<file path="src/verilog/current_gauge_defs.vh">
// Constants for the current gauge PWM encoder: timing, duty scaling and codes.
// Assumes a 40 MHz core clock and a 7-bit duty code of 128 steps.
`ifndef CURRENT_GAUGE_DEFS_VH
`define CURRENT_GAUGE_DEFS_VH

`define CLK_HZ 40000000
`define PWM_FREQ_HZ 160
`define PWM_STEPS 128
`define DUTY_W 7
// Half step of the 128-step period, in clock cycles.
`define HALF_STEP_CYC ((`CLK_HZ / `PWM_FREQ_HZ) / (2 * `PWM_STEPS))
`define STEP_CYC (2 * `HALF_STEP_CYC)
`define SAMPLE_MS 6
`define SAMPLE_CYC ((`CLK_HZ / 1000) * `SAMPLE_MS)
`define SLOT_MS 50
`define SLOT_CYC ((`CLK_HZ / 1000) * `SLOT_MS)
// Duty codes: midpoint 64, limits 95.3% and 4.7% of 128 steps.
`define DUTY_MID 7'h40
`define DUTY_MAX 7'h7a
`define DUTY_MIN 7'h06
// Code span per full scale: 128 / 2.2, rounded, = 58.
`define DUTY_SPAN 7'h3a
`define FULL_SCALE_1A 1
`define FULL_SCALE_2A 2

`endif

</file>
<file path="src/verilog/current_gauge_pwm_encoder.v">
// Digital back end of a current gauge: filter, average, duty code and PWM out.
// Assumes a one-bit modulator stream and the shutdown pin arrive asynchronously.
`timescale 1ns/1ps
`include "current_gauge_defs.vh"

module current_gauge_pwm_encoder #(
  parameter FULL_SCALE_A = `FULL_SCALE_1A,
  parameter SAMPLE_CYC = `SAMPLE_CYC,
  parameter HALF_STEP_CYC = `HALF_STEP_CYC
) (
  input wire clock,
  input wire rst,
  input wire density_bit,
  input wire low_power_hold_n,
  output reg pwm_out_ff,
  output reg [6:0] measured_current_ff,
  output reg low_power_ff
);

  localparam CNT_W = 24;
  localparam HS_W = 16;
  localparam integer SAMPLE_LAST_I = SAMPLE_CYC - 1;
  localparam integer HS_LAST_I = HALF_STEP_CYC - 1;
  localparam [CNT_W-1:0] SAMPLE_LAST = SAMPLE_LAST_I[CNT_W-1:0];
  localparam [HS_W-1:0] HS_LAST = HS_LAST_I[HS_W-1:0];
  localparam [CNT_W-1:0] SAMPLE_LEN = SAMPLE_LAST + {{(CNT_W-1){1'b0}}, 1'b1};
  localparam [7:0] RAMP_LAST = 8'hff;
  // The code is ratiometric to full scale, so the option only changes how the
  // far side scales a reading; anything but the 2 A option builds as 1 A.
  localparam integer FS_SEL =
    (FULL_SCALE_A == `FULL_SCALE_2A) ? `FULL_SCALE_2A : `FULL_SCALE_1A;

  // Map a signed density sum over one interval onto the 7-bit duty code.
  function [6:0] to_duty;
    input signed [CNT_W:0] sum;
    reg signed [CNT_W+8:0] scaled;
    reg signed [CNT_W+8:0] code;
    begin
      scaled = (sum * $signed({1'b0, `DUTY_SPAN})) / $signed({1'b0, SAMPLE_LEN});
      code = scaled + $signed({1'b0, `DUTY_MID});
      if (code > $signed({1'b0, `DUTY_MAX})) begin
        to_duty = `DUTY_MAX;
      end else if (code < $signed({1'b0, `DUTY_MIN})) begin
        to_duty = `DUTY_MIN;
      end else begin
        to_duty = code[6:0];
      end
    end
  endfunction

  // Number of high taps in the four-tap window.
  function [2:0] ones4;
    input [3:0] taps;
    begin
      ones4 = {2'b00, taps[0]} + {2'b00, taps[1]} + {2'b00, taps[2]} + {2'b00, taps[3]};
    end
  endfunction

  reg bit_s1_ff;
  reg bit_s2_ff;
  reg hold_s1_ff;
  reg hold_s2_ff;
  reg [3:0] fir_ff;
  reg signed [CNT_W:0] acc_ff;
  reg [CNT_W-1:0] smp_ff;
  reg [6:0] duty_pend_ff;
  reg [6:0] duty_ff;
  reg [HS_W-1:0] hs_ff;
  reg [7:0] ramp_ff;
  reg [2:0] tap_cnt;
  reg [1:0] filt_sum;
  reg signed [CNT_W:0] nxt_acc;
  wire run_en;
  wire interval_end;
  wire step_end;
  wire period_end;
  wire [7:0] duty_thresh;

  assign run_en = hold_s2_ff;
  assign interval_end = (smp_ff == SAMPLE_LAST);
  assign step_end = (hs_ff == HS_LAST);
  assign period_end = step_end && (ramp_ff == RAMP_LAST);
  // An odd threshold keeps the output high for one extra half step.
  assign duty_thresh = {duty_ff, 1'b1};

  // Two-stage sync of the modulator stream; the first stage feeds nothing else.
  always @(posedge clock) begin
    if (rst) begin
      bit_s1_ff <= 1'b0;
      bit_s2_ff <= 1'b0;
    end else begin
      bit_s1_ff <= density_bit;
      bit_s2_ff <= bit_s1_ff;
    end
  end

  // Two-stage sync of the shutdown pin. It resets to the pulled-up idle level,
  // so no false shutdown pulse follows reset.
  always @(posedge clock) begin
    if (rst) begin
      hold_s1_ff <= 1'b1;
      hold_s2_ff <= 1'b1;
    end else begin
      hold_s1_ff <= low_power_hold_n;
      hold_s2_ff <= hold_s1_ff;
    end
  end

  // A 4-tap majority smoother: +1 for high density, -1 for low, 0 when split.
  always @* begin
    tap_cnt = ones4(fir_ff);
    filt_sum = 2'b00;
    if (tap_cnt > 3'd2) begin
      filt_sum = 2'b01;
    end else if (tap_cnt < 3'd2) begin
      filt_sum = 2'b11;
    end
    nxt_acc = acc_ff + {{(CNT_W-1){filt_sum[1]}}, filt_sum};
  end

  // Shift register of the last four synchronised stream bits.
  always @(posedge clock) begin
    if (rst || !run_en) begin
      fir_ff <= 4'h0;
    end else begin
      fir_ff <= {fir_ff[2:0], bit_s2_ff};
    end
  end

  // Interval counter; it restarts on every wrap and on wake from shutdown.
  always @(posedge clock) begin
    if (rst || !run_en) begin
      smp_ff <= {CNT_W{1'b0}};
    end else if (interval_end) begin
      smp_ff <= {CNT_W{1'b0}};
    end else begin
      smp_ff <= smp_ff + {{(CNT_W-1){1'b0}}, 1'b1};
    end
  end

  // The interval average is boxcar-integrated, so a surge shorter than an
  // interval only moves the code in proportion to its share of the interval.
  always @(posedge clock) begin
    if (rst || !run_en) begin
      acc_ff <= {(CNT_W+1){1'b0}};
    end else if (interval_end) begin
      acc_ff <= {(CNT_W+1){1'b0}};
    end else begin
      acc_ff <= nxt_acc;
    end
  end

  // The finished interval's code waits here until the next period starts.
  always @(posedge clock) begin
    if (rst || !run_en) begin
      duty_pend_ff <= `DUTY_MID;
    end else if (interval_end) begin
      duty_pend_ff <= to_duty(nxt_acc);
    end
  end

  // Half-step prescaler: one ramp step every HALF_STEP_CYC clocks.
  always @(posedge clock) begin
    if (rst || !run_en) begin
      hs_ff <= {HS_W{1'b0}};
    end else if (step_end) begin
      hs_ff <= {HS_W{1'b0}};
    end else begin
      hs_ff <= hs_ff + {{(HS_W-1){1'b0}}, 1'b1};
    end
  end

  // Free-running ramp of 256 half steps, one PWM period per wrap.
  always @(posedge clock) begin
    if (rst || !run_en) begin
      ramp_ff <= 8'h00;
    end else if (step_end) begin
      ramp_ff <= ramp_ff + 8'h01;
    end
  end

  // Loading only at the wrap keeps every period whole; a fresh code can
  // therefore wait up to one period before it shows.
  always @(posedge clock) begin
    if (rst || !run_en) begin
      duty_ff <= `DUTY_MID;
    end else if (period_end) begin
      duty_ff <= duty_pend_ff;
    end
  end

  // Ramp compare; the output register adds one clock of lag to both edges.
  always @(posedge clock) begin
    if (rst || !run_en) begin
      pwm_out_ff <= 1'b0;
    end else begin
      pwm_out_ff <= (ramp_ff < duty_thresh);
    end
  end

  // Shutdown flag seen by the far side.
  always @(posedge clock) begin
    if (rst) begin
      low_power_ff <= 1'b0;
    end else begin
      low_power_ff <= !run_en;
    end
  end

  // The reported code follows the pending code, parked at the midpoint 64 in shutdown.
  always @(posedge clock) begin
    if (rst) begin
      measured_current_ff <= `DUTY_MID;
    end else begin
      measured_current_ff <= duty_pend_ff;
    end
  end

endmodule // current_gauge_pwm_encoder

</file>
<file path="config.mk">
export PLATFORM = sky130hd
export DESIGN_NAME = current_gauge_pwm_encoder
export DESIGN_NICKNAME = d
export VERILOG_FILES = /design/src/verilog/current_gauge_pwm_encoder.v
export VERILOG_INCLUDE_DIRS = /design/src /design/src/verilog
export SDC_FILE = /design/constraint.sdc
export NUM_CORES = 1
export LEC_CHECK = 0
export ABC_AREA = 1
export BUFFER_PORTS_ARGS = -buffer_cell sky130_fd_sc_hd__buf_2
export CAP_MARGIN = 20
export CORE_MARGIN = 2
export CORE_UTILIZATION = 40
export CTS_CLUSTER_SIZE = 25
export DETAILED_ROUTE_END_ITERATION = 8
export PLACE_DENSITY = 0.58
export SLEW_MARGIN = 20
export SYNTH_ARGS = -nofsm -noshare
export SYNTH_HDL_FRONTEND = slang
export SYNTH_SLANG_ARGS = --single-unit
</file>
<file path="constraint.sdc">
create_clock -name clock -period 21.8 [get_ports clock]
set_input_delay 5.45 -clock clock [delete_from_list [all_inputs] [get_ports clock]]
set_output_delay 5.45 -clock clock [all_outputs]
set_load 0.01 [all_outputs]
</file>
-- Word level (Yosys, flattened, before mapping)
Index checks and enable logic that the tools add are counted.
- register bits: 104
- output and inout bits: 9
- word-level logic and storage cells: 41
- add/subtract/negate cells: 8
- $mul: 1
- div/mod/pow operators: 1
- magnitude comparators: 5
- equal/unequal tests: 3
- multiplexer cells: 4
- reductions and logical operators: 5
- operator list (cell ; count):
    adder 33 x 8 -> 33 bit (second input constant) ; 1
    divider 33 x 19 -> 33 bit (second input constant) ; 1
    > comparator 33 x 8 -> 1 bit (second input constant) ; 1
    less-than comparator 33 x 4 -> 1 bit (second input constant) ; 1
    multiplier 25 x 6 -> 31 bit (second input constant) ; 1
    adder 25 bit ; 1
    adder 24 x 1 -> 24 bit (second input constant) ; 1
    == test 24 x 18 -> 1 bit (second input constant) ; 1
    adder 16 x 1 -> 16 bit (second input constant) ; 1
    == test 16 x 10 -> 1 bit (second input constant) ; 1
    two-way mux 7 bit ; 2
    adder 8 x 1 -> 8 bit (second input constant) ; 1
    == test 8 bit (second input constant) ; 1
    less-than comparator 8 bit ; 1
    two-way mux 2 bit ; 2
    OR reduction 2 bit ; 2
    adder 2 x 1 -> 3 bit ; 1
    adder 3 x 1 -> 3 bit ; 1
    > comparator 3 x 2 -> 1 bit (second input constant) ; 1
    less-than comparator 3 x 2 -> 1 bit (second input constant) ; 1
    adder 1 x 1 -> 2 bit ; 1
    logical AND 1 bit ; 1
    logical NOT 1 bit ; 1
    logical OR 1 bit ; 1

-- Logic depth before layout (Yosys ltp)
- word-level depth: 13
- mapped depth: 209

-- Worst setup path after synthesis
Ideal clock, no wire load.
- kind: reg2reg
- start point: register fir_ff[0]
- end point: register duty_pend_ff[3]
- arrival: 21.938 ns
- required time: 21.683 ns
- path slack: -0.255 ns
- stages on the path, launching flop included: 183
- path through: dfxtp_1 > inv_1 > fa_1 > inv_1 > ha_1 > inv_1 > ha_1 > ha_1 > nand3_1 > nand2_1 > a21oi_1 > o21bai_1 > a21oi_1 > o21bai_1 > a21oi_1 > o21bai_1 > a21oi_1 > o21bai_1 > [... 147 more ...] > nand2_1 > nor2_1 > nand2_1 > o21ai_0 > o21ai_0 > xor2_1 > inv_1 > nand3_1 > nor2_2 > nand3_2 > nand2_1 > inv_1 > nor3_2 > nand3_1 > nand2_1 > nand2_1 > nor2_1 > nor2_1
- word-level cells in the longest chain between the ends: 13
- elaborated cells on any way between the ends: 15
- those cells by class: add/sub (5); mul (1); div (1); order compare (4); mux (4)
- RTL lines (what ; line ; text):
    start, declared ; current_gauge_pwm_encoder.v:63 ; reg [3:0] fir_ff;
    start signal, assigned ; current_gauge_pwm_encoder.v:126 ; fir_ff <= {fir_ff[2:0], bit_s2_ff};
    adder 1 x 1 -> 2 bit * ; current_gauge_pwm_encoder.v:55 ; ones4 = {2'b00, taps[0]} + {2'b00, taps[1]} + {2'b00, taps[2]} + {2'b00, taps[3]};
    adder 2 x 1 -> 3 bit * ; current_gauge_pwm_encoder.v:55 ;
    adder 3 x 1 -> 3 bit * ; current_gauge_pwm_encoder.v:55 ;
    less-than comparator 3 x 2 -> 1 bit ; current_gauge_pwm_encoder.v:115 ; end else if (tap_cnt < 3'd2) begin
    two-way mux 2 bit ; current_gauge_pwm_encoder.v:115 ;
    two-way mux 2 bit * ; current_gauge_pwm_encoder.v:113 ; if (tap_cnt > 3'd2) begin
    adder 25 bit * ; current_gauge_pwm_encoder.v:118 ; nxt_acc = acc_ff + {{(CNT_W-1){filt_sum[1]}}, filt_sum};
    named net nxt_acc[23] ; current_gauge_pwm_encoder.v:72 ; reg signed [CNT_W:0] nxt_acc;
    multiplier 25 x 6 -> 31 bit * ; current_gauge_pwm_encoder.v:39 ; scaled = (sum * $signed({1'b0, `DUTY_SPAN})) / $signed({1'b0, SAMPLE_LEN});
    divider 33 x 19 -> 33 bit * ; current_gauge_pwm_encoder.v:39 ;
    adder 33 x 8 -> 33 bit * ; current_gauge_pwm_encoder.v:40 ; code = scaled + $signed({1'b0, `DUTY_MID});
    less-than comparator 33 x 4 -> 1 bit ; current_gauge_pwm_encoder.v:43 ; end else if (code < $signed({1'b0, `DUTY_MIN})) begin
    two-way mux 7 bit ; current_gauge_pwm_encoder.v:43 ;
    two-way mux 7 bit * ; current_gauge_pwm_encoder.v:41 ; if (code > $signed({1'b0, `DUTY_MAX})) begin
    end signal, assigned ; current_gauge_pwm_encoder.v:156 ; duty_pend_ff <= `DUTY_MID;
    end signal, assigned ; current_gauge_pwm_encoder.v:158 ; duty_pend_ff <= to_duty(nxt_acc);
    end, declared ; current_gauge_pwm_encoder.v:66 ; reg [6:0] duty_pend_ff;
The timed path passes the listed nets; every way through them passes the cells marked *.
A chain may end at the register's enable or synchronous reset.

-- Worst setup path in the final report
- start point: register fir_ff[3]
- end point: register duty_pend_ff[1]
- word-level cells in the longest chain between the ends: 11
- elaborated cells on any way between the ends: 13
- those cells by class: add/sub (3); mul (1); div (1); order compare (4); mux (4)
- RTL lines (what ; line):
    adder 3 x 1 -> 3 bit * ; current_gauge_pwm_encoder.v:55
    less-than comparator 3 x 2 -> 1 bit ; current_gauge_pwm_encoder.v:115
    two-way mux 2 bit ; current_gauge_pwm_encoder.v:115
    two-way mux 2 bit * ; current_gauge_pwm_encoder.v:113
    adder 25 bit * ; current_gauge_pwm_encoder.v:118
    named net nxt_acc[21] ; current_gauge_pwm_encoder.v:72
    multiplier 25 x 6 -> 31 bit * ; current_gauge_pwm_encoder.v:39
    divider 33 x 19 -> 33 bit * ; current_gauge_pwm_encoder.v:39
    adder 33 x 8 -> 33 bit * ; current_gauge_pwm_encoder.v:40
    less-than comparator 33 x 4 -> 1 bit ; current_gauge_pwm_encoder.v:43
    two-way mux 7 bit ; current_gauge_pwm_encoder.v:43
    two-way mux 7 bit * ; current_gauge_pwm_encoder.v:41
Marked as above.

==> metrics.cfg <==
[clock_tree]
cts_htree_levels=3
cts_max_path_buffers=2
root_buffer=clkbuf_16
clk_latency_ns=0.39
path_clk_slew_ns=0.08
cts_sinks=104
cts_tree=done
cts-buffers-inserted=9

[floorplan]
core_um2=72700
die-area_um2=75300
placement_rows=99
initial_core_util=0.402
die_h_um=274
fp.dieW_um=274
pin_count=13

[worst_setup_path]
required_ns=22.07
path_delay_family=simple AND/OR/NAND/NOR gates
reg2reg_depth=183
worst-path-buf-inv=33
r2r_setup_slack_ns=-0.66
slowest_stage=fa_1
arrival_ns=22.73
cp-end-kind=register
crit_type=reg -> reg
worstSetupStartpointType=register
cpMostUsedCell=nor2_4
max_stage_delay_ns=0.53
rr_endpoint=duty_pend_ff[1]$_SDFFE_PP0P_
worstPathMaxFanout=8
r2r-start=fir_ff[3]$_SDFF_PP0_
crit_cells=183
worstSetupStartpoint=fir_ff[3]$_SDFF_PP0_
endpoint=duty_pend_ff[1]$_SDFFE_PP0P_

[yosys]
synth_area_um2=29300
syn-num-nets=4712
synth-seq-area-share=0.0712
syn_avg_cell_area_um2=6.44
synthFlopType=dfxtp_1
synth_edf_count=0
yosysWarnings=0
async_flop_share=0
synth_seq_cells=104
syn_inst=4542
ys_types=76

[routing]
drcViolationCount=0
firstDrtPassIters=5
drtIter0Drc=1655
post_drt_wl_per_cell_um=14.3
vias_per_cell=4.84
final_antenna_net_count=0
vias=32100
wirelength_um=94700

[placement]
hpwl_um=75500
dp_cells=6437
gp_congestion=0.929
io_buffers=12

[run_status]
status=finished, violations left
failed_checks=setup timing

[min_path]
hold_path.class=reg -> reg

[grt]
grtUsageTotal=0.233
grt_pass1_wl_um=145000
grt_pass1_vias=29600
grt_overflow=0
grt_max_degree=46
antenna_found_initial=1

[sta]
skew_ns=0.0155
slew_viol_final=0
max_slew_margin=0.224
max_freq_mhz=44.5
rsz0062_at_grt=yes
finalCritPeriodShare=1.03
setup_viol=7
layout_setup_ws_ns=-0.658
tns_ns=-4.34
period_needed_ns=22.46
max_slew.worst_pin.slew_ns=1.15
hold_viol_final=0

[cells_and_area]
diodes=0
drive_gt1_frac=0.496
instances_no_fill=6631
syn2layout_area_growth_pct=46.2
finalNetCount=5837
utilization=0.588

[run]
max-cap-violations=0

synthesized netlist by cell type (all sizes together) (33+ instances only):
master	number	area, um^2
a21oi	137	825
nand4	148	1040
nand3	506	3350
o21ai	120	732
ha	117	1460
xor2	140	1230
fa	49	981
buf	57	823
clkinv	33	143
inv	696	2720
dfxtp	104	2080
xnor2	37	324
nor2	601	3080
nor3	60	335
nand2	1605	9000
worst min-delay path: stages, from the launching register on:
cell	delay, ns
dfxtp_1	0.31
inv_1	0.04
nor2_1	0.03
cell usage in the layout (no fill, tap or decap), drive strengths merged, types with 24 or more instances in the layout:
cell,synthesis,layout
nor2,601,601
xnor2,37,37
dfxtp,104,104
nand3b,24,24
buf,57,1173
nand4,148,148
inv,696,703
fa,49,49
ha,117,117
a21oi,137,137
nand3,506,509
o21ai,120,120
nand2,1605,1614
xor2,140,140
clkinv,33,33
nor3,60,60
flip-flops by register name, summed over array words and instances, names as in the netlist, 4 cells and up:
name,cells
duty_ff,7
ramp_ff,8
duty_pend_ff,7
smp_ff,24
hs_ff,16
measured_current_ff,7
acc_ff,25
fir_ff,4
layout make-up:
cell class | instances | area, um^2
clock buffer | 9 | 225
multi-input combinational | 3636 | 26400
fill | 6711 | 29900
clock inverter | 7 | 85.1
tap | 959 | 1200
sequential | 104 | 2080
inverter | 735 | 3000
timing repair buffer | 1181 | 9780
logic make-up after synthesis:
| group | Yosys count | share of synthesized area |
|---|---|---|
| compound gates | 295 | 0.0640 |
| simple gates | 2985 | 0.590 |
| flops | 104 | 0.0712 |
| other cells | 1 | 0.000128 |
| buf+inv | 814 | 0.138 |
| xor+xnor | 177 | 0.0532 |
| fa+ha+maj | 166 | 0.0836 |
metrics by stage:
stage / setup slack, ns / area, um^2 / hold WS [ns]
finish: -0.658 / 42800 / 0.416
floorplan: 0.117 / 29300 / 0.388
global placement: -1.14 / 37300 / 0.393
CTS: -0.948 / 38200 / 0.412
detailed placement: -1.51 / 37300 / 0.399
global route: -2.06 / 42800 / 0.450
metal layers:
metal  wire length (um)  track usage  share of wire
met1              42800        0.306           0.45
met2              46500        0.406           0.49
met3               2970       0.0192          0.031
met4               2500       0.0641          0.026
met5                 14            0        0.00015
what timing repair did:
| action | in CTS | in global routing |
|---|---|---|
| setup buffers | 10 | 145 |
| gates cloned | 9 | 14 |
| setup endpoints to repair | 7 | 7 |
| hold buffers | 0 | 0 |
| resized for setup | 69 | 804 |
| pin swaps | 32 | 376 |
how the worst min path moves through the flow:
stage / startpoint / endpoint / cells past startpoint
floorplan: bit_s1_ff$_SDFF_PP0_ / bit_s2_ff$_SDFF_PP0_ / 2
global placement: hold_s1_ff$_SDFF_PP1_ / hold_s2_ff$_SDFF_PP1_ / 1
detailed placement: bit_s1_ff$_SDFF_PP0_ / bit_s2_ff$_SDFF_PP0_ / 2
CTS: bit_s1_ff$_SDFF_PP0_ / bit_s2_ff$_SDFF_PP0_ / 2
global route: bit_s1_ff$_SDFF_PP0_ / bit_s2_ff$_SDFF_PP0_ / 2
finish: bit_s1_ff$_SDFF_PP0_ / bit_s2_ff$_SDFF_PP0_ / 2
Power is left out: the tool's default activity adds up to more than one toggle a clock period on the data nets, which glitch-free logic cannot reach.
